**src/thermal_event_regs.svh**
```systemverilog
// register offsets, field positions, reset values and timing counts
// assumes inclusion by the design file and the testbench only
`ifndef THERMAL_EVENT_REGS_SVH
`define THERMAL_EVENT_REGS_SVH
`define OFS_CFG1 8'h01
`define OFS_CFG2 8'h02
`define OFS_CFG4 8'h04
`define OFS_CONV_RATE 8'h05
`define OFS_FAULT_QUEUE 8'h06
`define OFS_MASK2 8'h09
`define OFS_PCT_LIMIT 8'h19
`define OFS_HYST 8'h1A
`define OFS_PCT_MEASURED 8'h4E
`define OFS_STATUS1 8'h4F
`define OFS_STATUS2 8'h50
`define CFG1_PIN_INPUT 2
`define CFG1_COMP_MODE 3
`define CFG2_BOOST_DIS 1
`define CFG4_REF_SEL 7
`define MASK2_PCT 4
`define STATUS2_PCT 4
`define RST_CONV_RATE 8'h07
`define RST_ZERO 8'h00
`define CONV_RATE_MAX 8'h0A
`define CONV_RATE_AVG_LIMIT 8'h08
`define CLK_HZ 100000000
// quarter-second window base, in ms as printed, and cycles derived from the rate
`define WIN_BASE_MS 250
`define WIN_BASE_CYC (`CLK_HZ / 1000 * `WIN_BASE_MS)
`define WIN_CODE_MAX 3'h5
`endif

```
**src/thermal_event_pkg.sv**
```systemverilog
// types shared by the thermal event block
// assumes nothing of its surroundings
package thermal_event_pkg;
	typedef enum logic [0:0] {
		CYC_IDLE = 1'b0,
		CYC_RUN = 1'b1
	} cycle_state_t;
endpackage

```
**src/thermal_event_fault_queue_timer.sv**
```systemverilog
// fault queues, conversion rate, overtemp pin io timer and fan stall pin
// assumes a register port driven by an smbus front end in this clock domain
//
// Contract
// [RL1] assert fan stall when either fan stalls
// [RL2] shared pin defaults stall; bit7 makes reference
// [RL3] queue filters temperature only, alert mode only
// [RL4] three channel queues; alert on full queue
// [RL5] queue depth decoded by highest set bit
// [RL6] queue counting ignores status flag values
// [RL7] ara, status read or reset empty queues
// [RL8] queue reset releases alert; refill reasserts
// [RL9] rate code selects 0.0625 times two power
// [RL10] averaging only below sixteen conversions/second
// [RL11] new rate waits for round robin end
// [RL12] pin low above limit, released below hysteresis
// [RL13] pin is output after power up
// [RL14] overtemp boosts fans unless boost disabled
// [RL15] cfg1 bit2 makes pin input only
// [RL16] low time measured as window percentage
// [RL17] window codes 0.25 s up to 8 s
// [RL18] excess sets status bit, alerts unless masked
// [RL19] limit 00 alerts first assertion; FF never
// [RL20] limit is eight bit, 0.39 percent step
// [RL21] compare once the window has elapsed
// [RL22] cfg4 bits 0..2 let events drive pin
// [RL23] cfg1 bit3 selects latched or comparator alert
// [RL24] mask2 bit4 hides percentage alert only
`timescale 1ns/1ps
`include "thermal_event_regs.svh"

module thermal_event_fault_queue_timer
	import thermal_event_pkg::*;
#(
	parameter int unsigned WIN_BASE_CYCLES = `WIN_BASE_CYC
) (
	input wire logic CLK,
	input wire logic RESETN,
	input wire logic REG_WR,
	input wire logic REG_RD,
	input wire logic [7:0] REG_ADDR,
	input wire logic [7:0] REG_WDATA,
	output logic [7:0] REG_RDATA,
	input wire logic ARA_DONE,
	input wire logic RESULT_VALID,
	input wire logic [1:0] RESULT_CHAN,
	input wire logic RESULT_OUT_OF_LIMIT,
	input wire logic ROUND_ROBIN_END,
	input wire logic [2:0] OVERTEMP_ABOVE,
	input wire logic [2:0] OVERTEMP_BELOW_HYST,
	input wire logic [1:0] FAN_STALLED,
	input wire logic OVERTEMP_PIN_IN,
	output logic OVERTEMP_PIN_OUT,
	output logic OVERTEMP_PIN_OE,
	output logic FAN_STALL_PIN_OUT,
	output logic FAN_STALL_PIN_OE,
	output logic REF_INPUT_SEL,
	output logic ALERT_QUEUED,
	output logic PCT_ALERT,
	output logic FAN_BOOST,
	output logic [7:0] ACTIVE_CONV_RATE,
	output logic AVERAGING_ON
);
	typedef struct packed {
		logic [7:0] cfg1, cfg2, cfg4, conv_rate, fault_queue, mask2, pct_limit, hyst;
		logic [7:0] pct_measured, status1, status2;
		logic [2:0][2:0] queue_cnt;
		logic [2:0] chan_full;
		logic [2:0] overtemp_hot;
		cycle_state_t cyc;
		logic [7:0] active_rate;
		logic [31:0] win_cnt;
		logic [31:0] low_cnt;
		logic seen_low;
		logic [7:0] rdata;
		logic pin_out, pin_oe, stall_out, stall_oe, ref_sel, alert_q, pct_alert, boost, avg;
	} state_t;

	state_t s_q, s_d;
	logic [1:0] rst_sync_q;
	logic rst_n;

	// queue depth with priority on highest set bit
	function automatic logic [2:0] queue_depth(input logic [7:0] v);
		if (v[3]) begin
			return 3'h4;
		end else if (v[2]) begin
			return 3'h3;
		end else if (v[1]) begin
			return 3'h2;
		end
		return 3'h1;
	endfunction

	// window length in cycles: base doubled per code, codes above 4 all 8 s
	function automatic logic [31:0] window_cycles(input logic [2:0] code);
		logic [2:0] c;
		c = (code > `WIN_CODE_MAX) ? `WIN_CODE_MAX : code;
		return 32'(WIN_BASE_CYCLES) << c;
	endfunction

	assign rst_n = rst_sync_q[1];

	// register next state
	always_comb begin
		logic [31:0] win_len;
		logic [39:0] pct_wide;
		logic [7:0] pct;
		logic queue_clear;
		logic [2:0] depth;
		logic pin_event;
		win_len = '0;
		pct_wide = '0;
		pct = '0;
		queue_clear = 1'b0;
		depth = '0;
		pin_event = 1'b0;
		s_d = s_q;
		// host writes
		if (REG_WR) begin
			case (REG_ADDR)
				`OFS_CFG1: s_d.cfg1 = REG_WDATA;
				`OFS_CFG2: s_d.cfg2 = REG_WDATA;
				`OFS_CFG4: s_d.cfg4 = REG_WDATA;
				`OFS_CONV_RATE: s_d.conv_rate = REG_WDATA;
				`OFS_FAULT_QUEUE: s_d.fault_queue = REG_WDATA;
				`OFS_MASK2: s_d.mask2 = REG_WDATA;
				`OFS_PCT_LIMIT: s_d.pct_limit = REG_WDATA; // [RL20]
				`OFS_HYST: s_d.hyst = REG_WDATA;
				default: ;
			endcase
		end
		// read data, registered one cycle after the strobe
		case (REG_ADDR)
			`OFS_CFG1: s_d.rdata = s_q.cfg1;
			`OFS_CFG2: s_d.rdata = s_q.cfg2;
			`OFS_CFG4: s_d.rdata = s_q.cfg4;
			`OFS_CONV_RATE: s_d.rdata = s_q.conv_rate;
			`OFS_FAULT_QUEUE: s_d.rdata = s_q.fault_queue;
			`OFS_MASK2: s_d.rdata = s_q.mask2;
			`OFS_PCT_LIMIT: s_d.rdata = s_q.pct_limit;
			`OFS_HYST: s_d.rdata = s_q.hyst;
			`OFS_PCT_MEASURED: s_d.rdata = s_q.pct_measured;
			`OFS_STATUS1: s_d.rdata = s_q.status1;
			`OFS_STATUS2: s_d.rdata = s_q.status2;
			default: s_d.rdata = 8'h00;
		endcase
		// status 1 read or completed ara empties queues
		queue_clear = ARA_DONE || (REG_RD && REG_ADDR == `OFS_STATUS1); // [RL7]
		if (REG_RD && REG_ADDR == `OFS_STATUS1) begin
			s_d.status1 = 8'h00;
		end
		if (REG_RD && REG_ADDR == `OFS_STATUS2) begin
			s_d.status2 = 8'h00;
		end
		// per-channel consecutive count; status bits play no part
		// comparator mode bypasses the queue: one reading sets, one in-limit reading clears
		depth = s_q.cfg1[`CFG1_COMP_MODE] ? 3'h1 : queue_depth(s_q.fault_queue); // [RL3] [RL5]
		if (queue_clear) begin
			s_d.queue_cnt = '0; // [RL8]
			s_d.chan_full = '0;
		end
		if (RESULT_VALID && RESULT_CHAN < 2'h3) begin
			if (RESULT_OUT_OF_LIMIT) begin
				s_d.status1[RESULT_CHAN] = 1'b1; // set wins over the read clear
				if (s_d.queue_cnt[RESULT_CHAN] < depth) begin
					s_d.queue_cnt[RESULT_CHAN] = s_d.queue_cnt[RESULT_CHAN] + 3'h1; // [RL4] [RL6]
				end
				if (s_d.queue_cnt[RESULT_CHAN] >= depth) begin
					s_d.chan_full[RESULT_CHAN] = 1'b1;
				end
			end else begin
				s_d.queue_cnt[RESULT_CHAN] = '0;
				if (s_q.cfg1[`CFG1_COMP_MODE]) begin
					s_d.chan_full[RESULT_CHAN] = 1'b0;
				end
			end
		end
		// alert follows the queues; only comparator mode lets an in-limit reading drop it
		s_d.alert_q = |s_d.chan_full; // [RL3] [RL8] [RL23]
		// conversion rate swaps only at the end of the round robin loop
		case (s_q.cyc)
			CYC_IDLE: begin
				s_d.cyc = CYC_RUN;
			end
			CYC_RUN: begin
				if (ROUND_ROBIN_END && s_q.conv_rate <= `CONV_RATE_MAX) begin
					s_d.active_rate = s_q.conv_rate; // [RL9] [RL11]
				end
			end
			default: s_d.cyc = CYC_IDLE;
		endcase
		s_d.avg = s_q.active_rate < `CONV_RATE_AVG_LIMIT; // [RL10]
		// overtemp pin: assert above limit, hold until below limit minus hysteresis
		for (int i = 0; i < 3; i++) begin
			if (OVERTEMP_ABOVE[i]) begin
				s_d.overtemp_hot[i] = 1'b1; // [RL12]
			end else if (OVERTEMP_BELOW_HYST[i]) begin
				s_d.overtemp_hot[i] = 1'b0;
			end
		end
		if (s_q.cfg1[`CFG1_PIN_INPUT]) begin
			pin_event = |(s_q.overtemp_hot & s_q.cfg4[2:0]); // [RL15] [RL22]
		end else begin
			pin_event = |s_q.overtemp_hot; // [RL13]
		end
		s_d.pin_oe = pin_event;
		s_d.pin_out = 1'b0;
		s_d.boost = (|s_q.overtemp_hot) && !s_q.cfg2[`CFG2_BOOST_DIS]; // [RL14]
		// shared fan stall / reference pin, open drain low on stall
		s_d.ref_sel = s_q.cfg4[`CFG4_REF_SEL]; // [RL2]
		s_d.stall_oe = !s_q.cfg4[`CFG4_REF_SEL] && (|FAN_STALLED); // [RL1]
		s_d.stall_out = 1'b0;
		// low-time window measurement, only while the pin is an input
		win_len = window_cycles(s_q.cfg4[6:4]); // [RL17]
		if (s_q.cfg1[`CFG1_PIN_INPUT]) begin
			if (!OVERTEMP_PIN_IN) begin
				s_d.low_cnt = s_q.low_cnt + 32'h1; // [RL16]
				if (s_q.pct_limit == 8'h00 && !s_q.seen_low) begin
					s_d.status2[`STATUS2_PCT] = 1'b1; // [RL19]
				end
				s_d.seen_low = 1'b1;
			end
			s_d.win_cnt = s_q.win_cnt + 32'h1;
			if (s_q.win_cnt + 32'h1 >= win_len) begin
				pct_wide = ({8'h00, s_q.low_cnt} * 40'hFF) / {8'h00, win_len};
				pct = (pct_wide > 40'hFF) ? 8'hFF : pct_wide[7:0];
				s_d.pct_measured = pct;
				if (pct > s_q.pct_limit && s_q.pct_limit != 8'hFF) begin
					s_d.status2[`STATUS2_PCT] = 1'b1; // [RL18] [RL21]
				end
				s_d.win_cnt = '0;
				s_d.low_cnt = '0;
				s_d.seen_low = 1'b0;
			end
		end else begin
			s_d.win_cnt = '0;
			s_d.low_cnt = '0;
			s_d.seen_low = 1'b0;
		end
		s_d.pct_alert = s_d.status2[`STATUS2_PCT] && !s_q.mask2[`MASK2_PCT]; // [RL24]
	end

	// two-flop reset release, kept apart from the state record since it alone sees the raw reset
	always_ff @(posedge CLK or negedge RESETN) begin
		if (!RESETN) begin
			rst_sync_q <= 2'b00;
		end else begin
			rst_sync_q <= {rst_sync_q[0], 1'b1};
		end
	end

	// remaining state on the released reset
	always_ff @(posedge CLK or negedge rst_n) begin
		if (!rst_n) begin
			s_q.cfg1 <= `RST_ZERO; // [RL13]
			s_q.cfg2 <= `RST_ZERO;
			s_q.cfg4 <= `RST_ZERO; // [RL2]
			s_q.conv_rate <= `RST_CONV_RATE;
			s_q.fault_queue <= `RST_ZERO;
			s_q.mask2 <= `RST_ZERO;
			s_q.pct_limit <= `RST_ZERO;
			s_q.hyst <= `RST_ZERO;
			s_q.pct_measured <= `RST_ZERO;
			s_q.status1 <= `RST_ZERO;
			s_q.status2 <= `RST_ZERO;
			s_q.queue_cnt <= '0; // [RL7]
			s_q.chan_full <= '0;
			s_q.overtemp_hot <= '0;
			s_q.cyc <= CYC_IDLE;
			s_q.active_rate <= `RST_CONV_RATE;
			s_q.win_cnt <= '0;
			s_q.low_cnt <= '0;
			s_q.seen_low <= 1'b0;
			s_q.rdata <= `RST_ZERO;
			s_q.pin_out <= 1'b0;
			s_q.pin_oe <= 1'b0;
			s_q.stall_out <= 1'b0;
			s_q.stall_oe <= 1'b0;
			s_q.ref_sel <= 1'b0;
			s_q.alert_q <= 1'b0;
			s_q.pct_alert <= 1'b0;
			s_q.boost <= 1'b0;
			s_q.avg <= 1'b1;
		end else begin
			s_q <= s_d;
		end
	end

	assign REG_RDATA = s_q.rdata;
	assign OVERTEMP_PIN_OUT = s_q.pin_out;
	assign OVERTEMP_PIN_OE = s_q.pin_oe;
	assign FAN_STALL_PIN_OUT = s_q.stall_out;
	assign FAN_STALL_PIN_OE = s_q.stall_oe;
	assign REF_INPUT_SEL = s_q.ref_sel;
	assign ALERT_QUEUED = s_q.alert_q;
	assign PCT_ALERT = s_q.pct_alert;
	assign FAN_BOOST = s_q.boost;
	assign ACTIVE_CONV_RATE = s_q.active_rate;
	assign AVERAGING_ON = s_q.avg;

	property p_stall;
		@(posedge CLK) disable iff (!rst_n)
		(|FAN_STALLED && !s_q.cfg4[`CFG4_REF_SEL]) |=> FAN_STALL_PIN_OE;
	endproperty
	a_stall: assert property (p_stall) else $error("stall pin not driven"); // [RL1]

	property p_ref;
		@(posedge CLK) disable iff (!rst_n)
		s_q.cfg4[`CFG4_REF_SEL] |=> !FAN_STALL_PIN_OE;
	endproperty
	a_ref: assert property (p_ref) else $error("stall pin driven in reference mode"); // [RL2]

	property p_clear;
		@(posedge CLK) disable iff (!rst_n)
		(ARA_DONE && !RESULT_VALID) |=> (s_q.chan_full == 3'b000) && !ALERT_QUEUED;
	endproperty
	a_clear: assert property (p_clear) else $error("queue not emptied"); // [RL7]

	property p_comp;
		@(posedge CLK) disable iff (!rst_n)
		(s_q.cfg1[`CFG1_COMP_MODE] && RESULT_VALID && RESULT_OUT_OF_LIMIT && RESULT_CHAN != 2'h3) |=> ALERT_QUEUED;
	endproperty
	a_comp: assert property (p_comp) else $error("comparator alert held back by queue"); // [RL3]

	property p_rate;
		@(posedge CLK) disable iff (!rst_n)
		!ROUND_ROBIN_END |=> $stable(ACTIVE_CONV_RATE);
	endproperty
	a_rate: assert property (p_rate) else $error("rate changed mid loop"); // [RL11]

	property p_avg;
		@(posedge CLK) disable iff (!rst_n)
		(ACTIVE_CONV_RATE >= `CONV_RATE_AVG_LIMIT) |=> !AVERAGING_ON;
	endproperty
	a_avg: assert property (p_avg) else $error("averaging at fast rate"); // [RL10]

	property p_boost;
		@(posedge CLK) disable iff (!rst_n)
		s_q.cfg2[`CFG2_BOOST_DIS] |=> !FAN_BOOST;
	endproperty
	a_boost: assert property (p_boost) else $error("boost while disabled"); // [RL14]

	property p_pin;
		@(posedge CLK) disable iff (!rst_n)
		(!s_q.cfg1[`CFG1_PIN_INPUT] && |s_q.overtemp_hot) |=> OVERTEMP_PIN_OE && !OVERTEMP_PIN_OUT;
	endproperty
	a_pin: assert property (p_pin) else $error("overtemp pin not low"); // [RL12]

	property p_input;
		@(posedge CLK) disable iff (!rst_n)
		(s_q.cfg1[`CFG1_PIN_INPUT] && s_q.cfg4[2:0] == 3'b000) |=> !OVERTEMP_PIN_OE;
	endproperty
	a_input: assert property (p_input) else $error("pin driven in input mode"); // [RL15]

	property p_mask;
		@(posedge CLK) disable iff (!rst_n)
		s_q.mask2[`MASK2_PCT] |=> !PCT_ALERT;
	endproperty
	a_mask: assert property (p_mask) else $error("masked percentage alert"); // [RL24]
endmodule

```
**config.mk**
```make
export PLATFORM = sky130hd
export DESIGN_NAME = thermal_event_fault_queue_timer
export DESIGN_NICKNAME = d
export VERILOG_FILES = /design/src/thermal_event_pkg.sv /design/src/thermal_event_fault_queue_timer.sv
export VERILOG_INCLUDE_DIRS = /design/src
export SDC_FILE = /design/constraint.sdc
export NUM_CORES = 2
export LEC_CHECK = 0
export BUFFER_PORTS_ARGS = -buffer_cell sky130_fd_sc_hd__buf_2
export CAP_MARGIN = 20
export CORE_MARGIN = 4
export CORE_UTILIZATION = 40
export DETAILED_ROUTE_END_ITERATION = 10
export GPL_TIMING_DRIVEN = 1
export PLACE_DENSITY = 0.52
export REMOVE_ABC_BUFFERS = 1
export SYNTH_ARGS = -nofsm -noshare
export SYNTH_HDL_FRONTEND = slang
export SYNTH_SLANG_ARGS = --single-unit
```
**constraint.sdc**
```tcl
create_clock -name CLK -period 8.05 [get_ports CLK]
set_clock_uncertainty 0.15 [all_clocks]
set_input_delay 0.4025 -clock CLK [delete_from_list [all_inputs] [get_ports CLK]]
set_output_delay 0.4025 -clock CLK [all_outputs]
set_load 0.1 [all_outputs]
```
==> run_results.csv <==
group,metric,value,unit
drt,viasPerCell,5.44,
grt,first_global_vias,43900,
grt,grt_overflow,0,
grt,grt_max_degree,152,
timing,rsz0062_at_grt,"true",
finish,drive_gt1_frac,0.478,
finish,num-fill-cells,7751,
logic_synthesis,syn_inst,4694,
worst_setup_path,worstSetupEndpoint,"PCT_ALERT",
logic_synthesis,async_flop_share,1.00,
drt,drt-total-wl,155,mm
clocking,numClockSinks,183,
timing,slew_headroom,0.336,
logic_synthesis,synth_compound_area_frac,0.229,
logic_synthesis,ys_warn_count,0,
clocking,numCtsBuffers,17,
drt,drc_errors,0,
worst_setup_path,crit-reg2reg-launch,"s_q[23]",
finish,nNetsFinal,7455,
power_and_ir_drop,power.switching,0.00118,W
grt,grt_pass1_wl,239,mm
power_and_ir_drop,power.share.switching,0.379,
placed_design,port_buffers,57,
logic_synthesis,synth.avg_cell_area,8.02,sq um
worst_hold_path,hold_class,"in -> async",
power_and_ir_drop,comb_power_share,0.402,
logic_synthesis,synthXorXnorAreaFrac,0.0733,
power_and_ir_drop,power_leakage,31.2,nW
placed_design,placed_area,51500,sq um
drt,post_drt_wl_per_cell,19.4,um
placed_design,place_ws,-39.66,ns
clocking,cts_tree,"built",
placed_design,place_congestion,0.983,
power_and_ir_drop,pwr-share-seq,0.314,
timing,fmaxAchievable,0.0229,GHz
power_and_ir_drop,total_power,0.00312,W
floorplanning,initial_core_util,0.403,
timing,worst_slew_pin_slew,0.996,ns
placed_design,dpl.cell_count,7537,
clocking,cts_buffer_depth,2,
worst_setup_path,cpMostUsedCell,"buf_4",
grt,antenna_found_initial,2,
logic_synthesis,synth_area,37600,sq um
logic_synthesis,synth_ff_type,"dfrtp_1",
clocking,cts_htree_levels,4,
status,violations,"setup timing",
clocking,cts.clk_slew.worst_paths,0.10,ns
logic_synthesis,ys_types,112,
grt,grt_usage,0.302,
timing,final.min_clock_period,43.57,ns
worst_setup_path,worst-setup-path-type,"reg -> reg",
finish,final_cells,8020,
worst_setup_path,crit_fanout,8,
worst_setup_path,cp_slowest_cell,"fa_1",
drt,drt_iter0_drc,2474,
power_and_ir_drop,p_clk_frac,0.284,
worst_setup_path,cp-end-kind,"register",
power_and_ir_drop,p_per_area,50.7,nW/um^2
drt,dr.pass1.iters,5,
power_and_ir_drop,ir_worst_vdd,152,uV
logic_synthesis,synth_top_family_by_area,"adder cells",
floorplanning,core,93300,sq um
drt,antenna_left,0,
floorplanning,num_rows,112,
timing,fin_crit_sh,5.41,
worst_setup_path,crit_required,8.25,ns
floorplanning,dieArea,99000,sq um
floorplanning,pin_count,60,
clocking,clk_latency,0.50,ns
worst_setup_path,rr_endpoint,"PCT_ALERT",
worst_setup_path,r2r_slack,-35.52,ns
clocking,root_buffer,"clkbuf_16",
logic_synthesis,synth.area.mux_share,0.0820,
placed_design,dp.final_hpwl,117,mm
finish,fin_area,61500,sq um
finish,syn2layout_area_growth,63.3,%
logic_synthesis,synth_fa_ha_area_frac,0.252,
logic_synthesis,synth_edf_count,0,
worst_setup_path,r2r_cells,248,
floorplanning,die_w,315,um
worst_setup_path,cpPeakStageDelay,0.55,ns
timing,hold_violations,0,
worst_setup_path,critPathLaunch,"s_q[23]",
timing,maxSlewViolCount,0,
logic_synthesis,yosys.area_share.simple,0.188,
finish,antenna_cells,0,
status,status,"complete, but fails checks",
job,max-cap-violations,0,
floorplanning,die_height,315,um
logic_synthesis,yosysSeqAreaShare,0.122,
power_and_ir_drop,p_int,0.00194,W
logic_synthesis,synth-seq-cells,183,
timing,layout_setup_ws,-35.52,ns
worst_setup_path,critPathArrivalTime,43.78,ns
timing,setup_viol,10,
worst_setup_path,cp-start-kind,"register",
drt,route.vias.total,43600,
flip-flops by register name (all words and copies together) (netlist names), 2 cells and up:
register          cells
ACTIVE_CONV_RATE      8
rst_sync_q            2
REG_RDATA             8
s_q                 157
worst min-delay path by stage:
stage               endpoint  slack, ns  depth (start not counted)
2_1_floorplan  rst_sync_q[0]      -0.04                          0
3_3_place_gp   rst_sync_q[0]       0.04                          1
3_5_place_dp   rst_sync_q[0]       0.04                          1
4_1_cts              s_q[93]      0.004                          3
5_1_grt              s_q[93]       0.04                          3
6_report       rst_sync_q[1]       0.05                          2
routing by layer:
| layer | GRT usage | routed length, um |
|---|---|---|
| met1 | 0.385 | 66200 |
| met2 | 0.523 | 73300 |
| met3 | 0.0297 | 7350 |
| met4 | 0.125 | 8490 |
| met5 | 0 | 26 |
area by class of cell:
type                       count  area [sq um]  area share
clock buffer                  17           425     0.00692
timing repair buffer        2180         17100       0.278
inverter                     340          1290      0.0209
tap                         1254          1570      0.0255
multi-input combinational   4031         36300       0.591
clock inverter                15           190     0.00309
sequential                   183          4610      0.0750
placed cells by master (no fill, tap or decap), drive strengths merged, types with 31 or more instances in the layout:
cell type / netlist / layout
o211ai: 38 / 38
nand4: 69 / 69
nor2b: 71 / 71
nand2b: 53 / 53
nor3: 152 / 152
xnor2: 214 / 214
and2: 34 / 34
ha: 517 / 517
dfrtp: 176 / 176
o31ai: 37 / 37
and3: 62 / 62
fa: 150 / 150
o21ai: 242 / 242
xor2: 100 / 100
buf: 66 / 2170
a21oi: 341 / 341
nor2: 413 / 413
mux2: 245 / 245
a211oi: 35 / 35
o21a: 133 / 134
nand3: 110 / 110
nand2: 373 / 373
inv: 340 / 348
a31oi: 52 / 52
a21o: 143 / 144
mux2i: 31 / 31
synth_stat cells (12+ instances only):
master / count / area, sq um
o21bai_1: 22 / 165
nor2_1: 410 / 1540
nand3_1: 110 / 551
dfrtp_1: 176 / 4400
nor4_1: 22 / 138
xor2_1: 100 / 876
nor2b_1: 71 / 444
o21ai_1: 18 / 90.1
a31oi_1: 51 / 319
xnor2_1: 213 / 1870
buf_2: 17 / 85.1
o21ai_0: 218 / 1090
o21a_1: 133 / 998
a211o_1: 15 / 131
a222oi_1: 12 / 120
fa_1: 150 / 3000
and3_1: 61 / 382
inv_1: 340 / 1280
mux2_2: 230 / 2590
or3_1: 28 / 175
a221oi_1: 20 / 175
mux2i_1: 30 / 300
o211ai_1: 38 / 285
nand4_1: 69 / 432
o221ai_1: 12 / 105
a21oi_1: 335 / 1680
mux2_1: 14 / 158
a22oi_1: 14 / 105
nand2b_1: 53 / 332
o31ai_1: 37 / 278
ha_1: 517 / 6470
clkbuf_1: 99 / 372
buf_4: 28 / 210
a221o_1: 12 / 120
a21o_1: 142 / 1070
nor3_1: 150 / 751
and2_1: 34 / 213
or2_2: 16 / 100
a21boi_0: 14 / 105
and4_1: 17 / 149
buf_1: 19 / 71.3
nand2_1: 372 / 1400
a211oi_1: 32 / 240
kinds of logic (layout without fill, tap and decap cells):
| family | Yosys count | in the layout |
|---|---|---|
| AO/OA/AOI/OAI | 1285 | 1287 |
| adder cells (fa/ha/maj) | 667 | 667 |
| buffers and inverters | 505 | 2552 |
| flip-flops | 183 | 183 |
| other | 2 | 25 |
| AND/OR/NAND/NOR | 1462 | 1462 |
| multiplexers | 276 | 276 |
| XOR/XNOR | 314 | 314 |
power by group through the flow:
| stage | clock (W) | sequential [W] | combinational, W |
|---|---|---|---|
| 6_report | 0.000885 | 0.000977 | 0.00125 |
| 3_5_place_dp | 0 | 0.000995 | 0.00106 |
| 2_1_floorplan | 0 | 0.00105 | 0.000494 |
| 5_1_grt | 0.000945 | 0.000981 | 0.00135 |
| 3_3_place_gp | 0 | 0.000994 | 0.00105 |
| 4_1_cts | 0.000913 | 0.000977 | 0.00118 |
worst max-delay path: cells and delay by family (launching register included):
family | cells | cell delay (ns)
compound gates | 103 | 19.25
xor+xnor | 2 | 0.21
fa+ha+maj | 21 | 6.19
buf+inv | 73 | 9.28
flops | 1 | 0.40
mux | 8 | 2.51
simple gates | 41 | 5.28
what timing repair did:
action,CTS,global route
pin swaps,353,303
hold buffers,7,0
gates resized for setup,784,399
cloned,8,1
buffers inserted,296,150
endpoints found under the hold margin,6,0
endpoints found under the setup margin,10,10
metrics by stage:
stage	setup TNS, ns	hold WS, ns	util
final	-266.26	0.0466	0.659
after global routing	-279.91	0.0372	0.659
after CTS	-255.26	0.00401	0.626
after detailed placement	-297.04	0.0429	0.552
after global placement	-295.47	0.0423	0.552
after floorplan	-343.11	-0.0431	-
No activity file was read; power rests on OpenSTA's default activity.
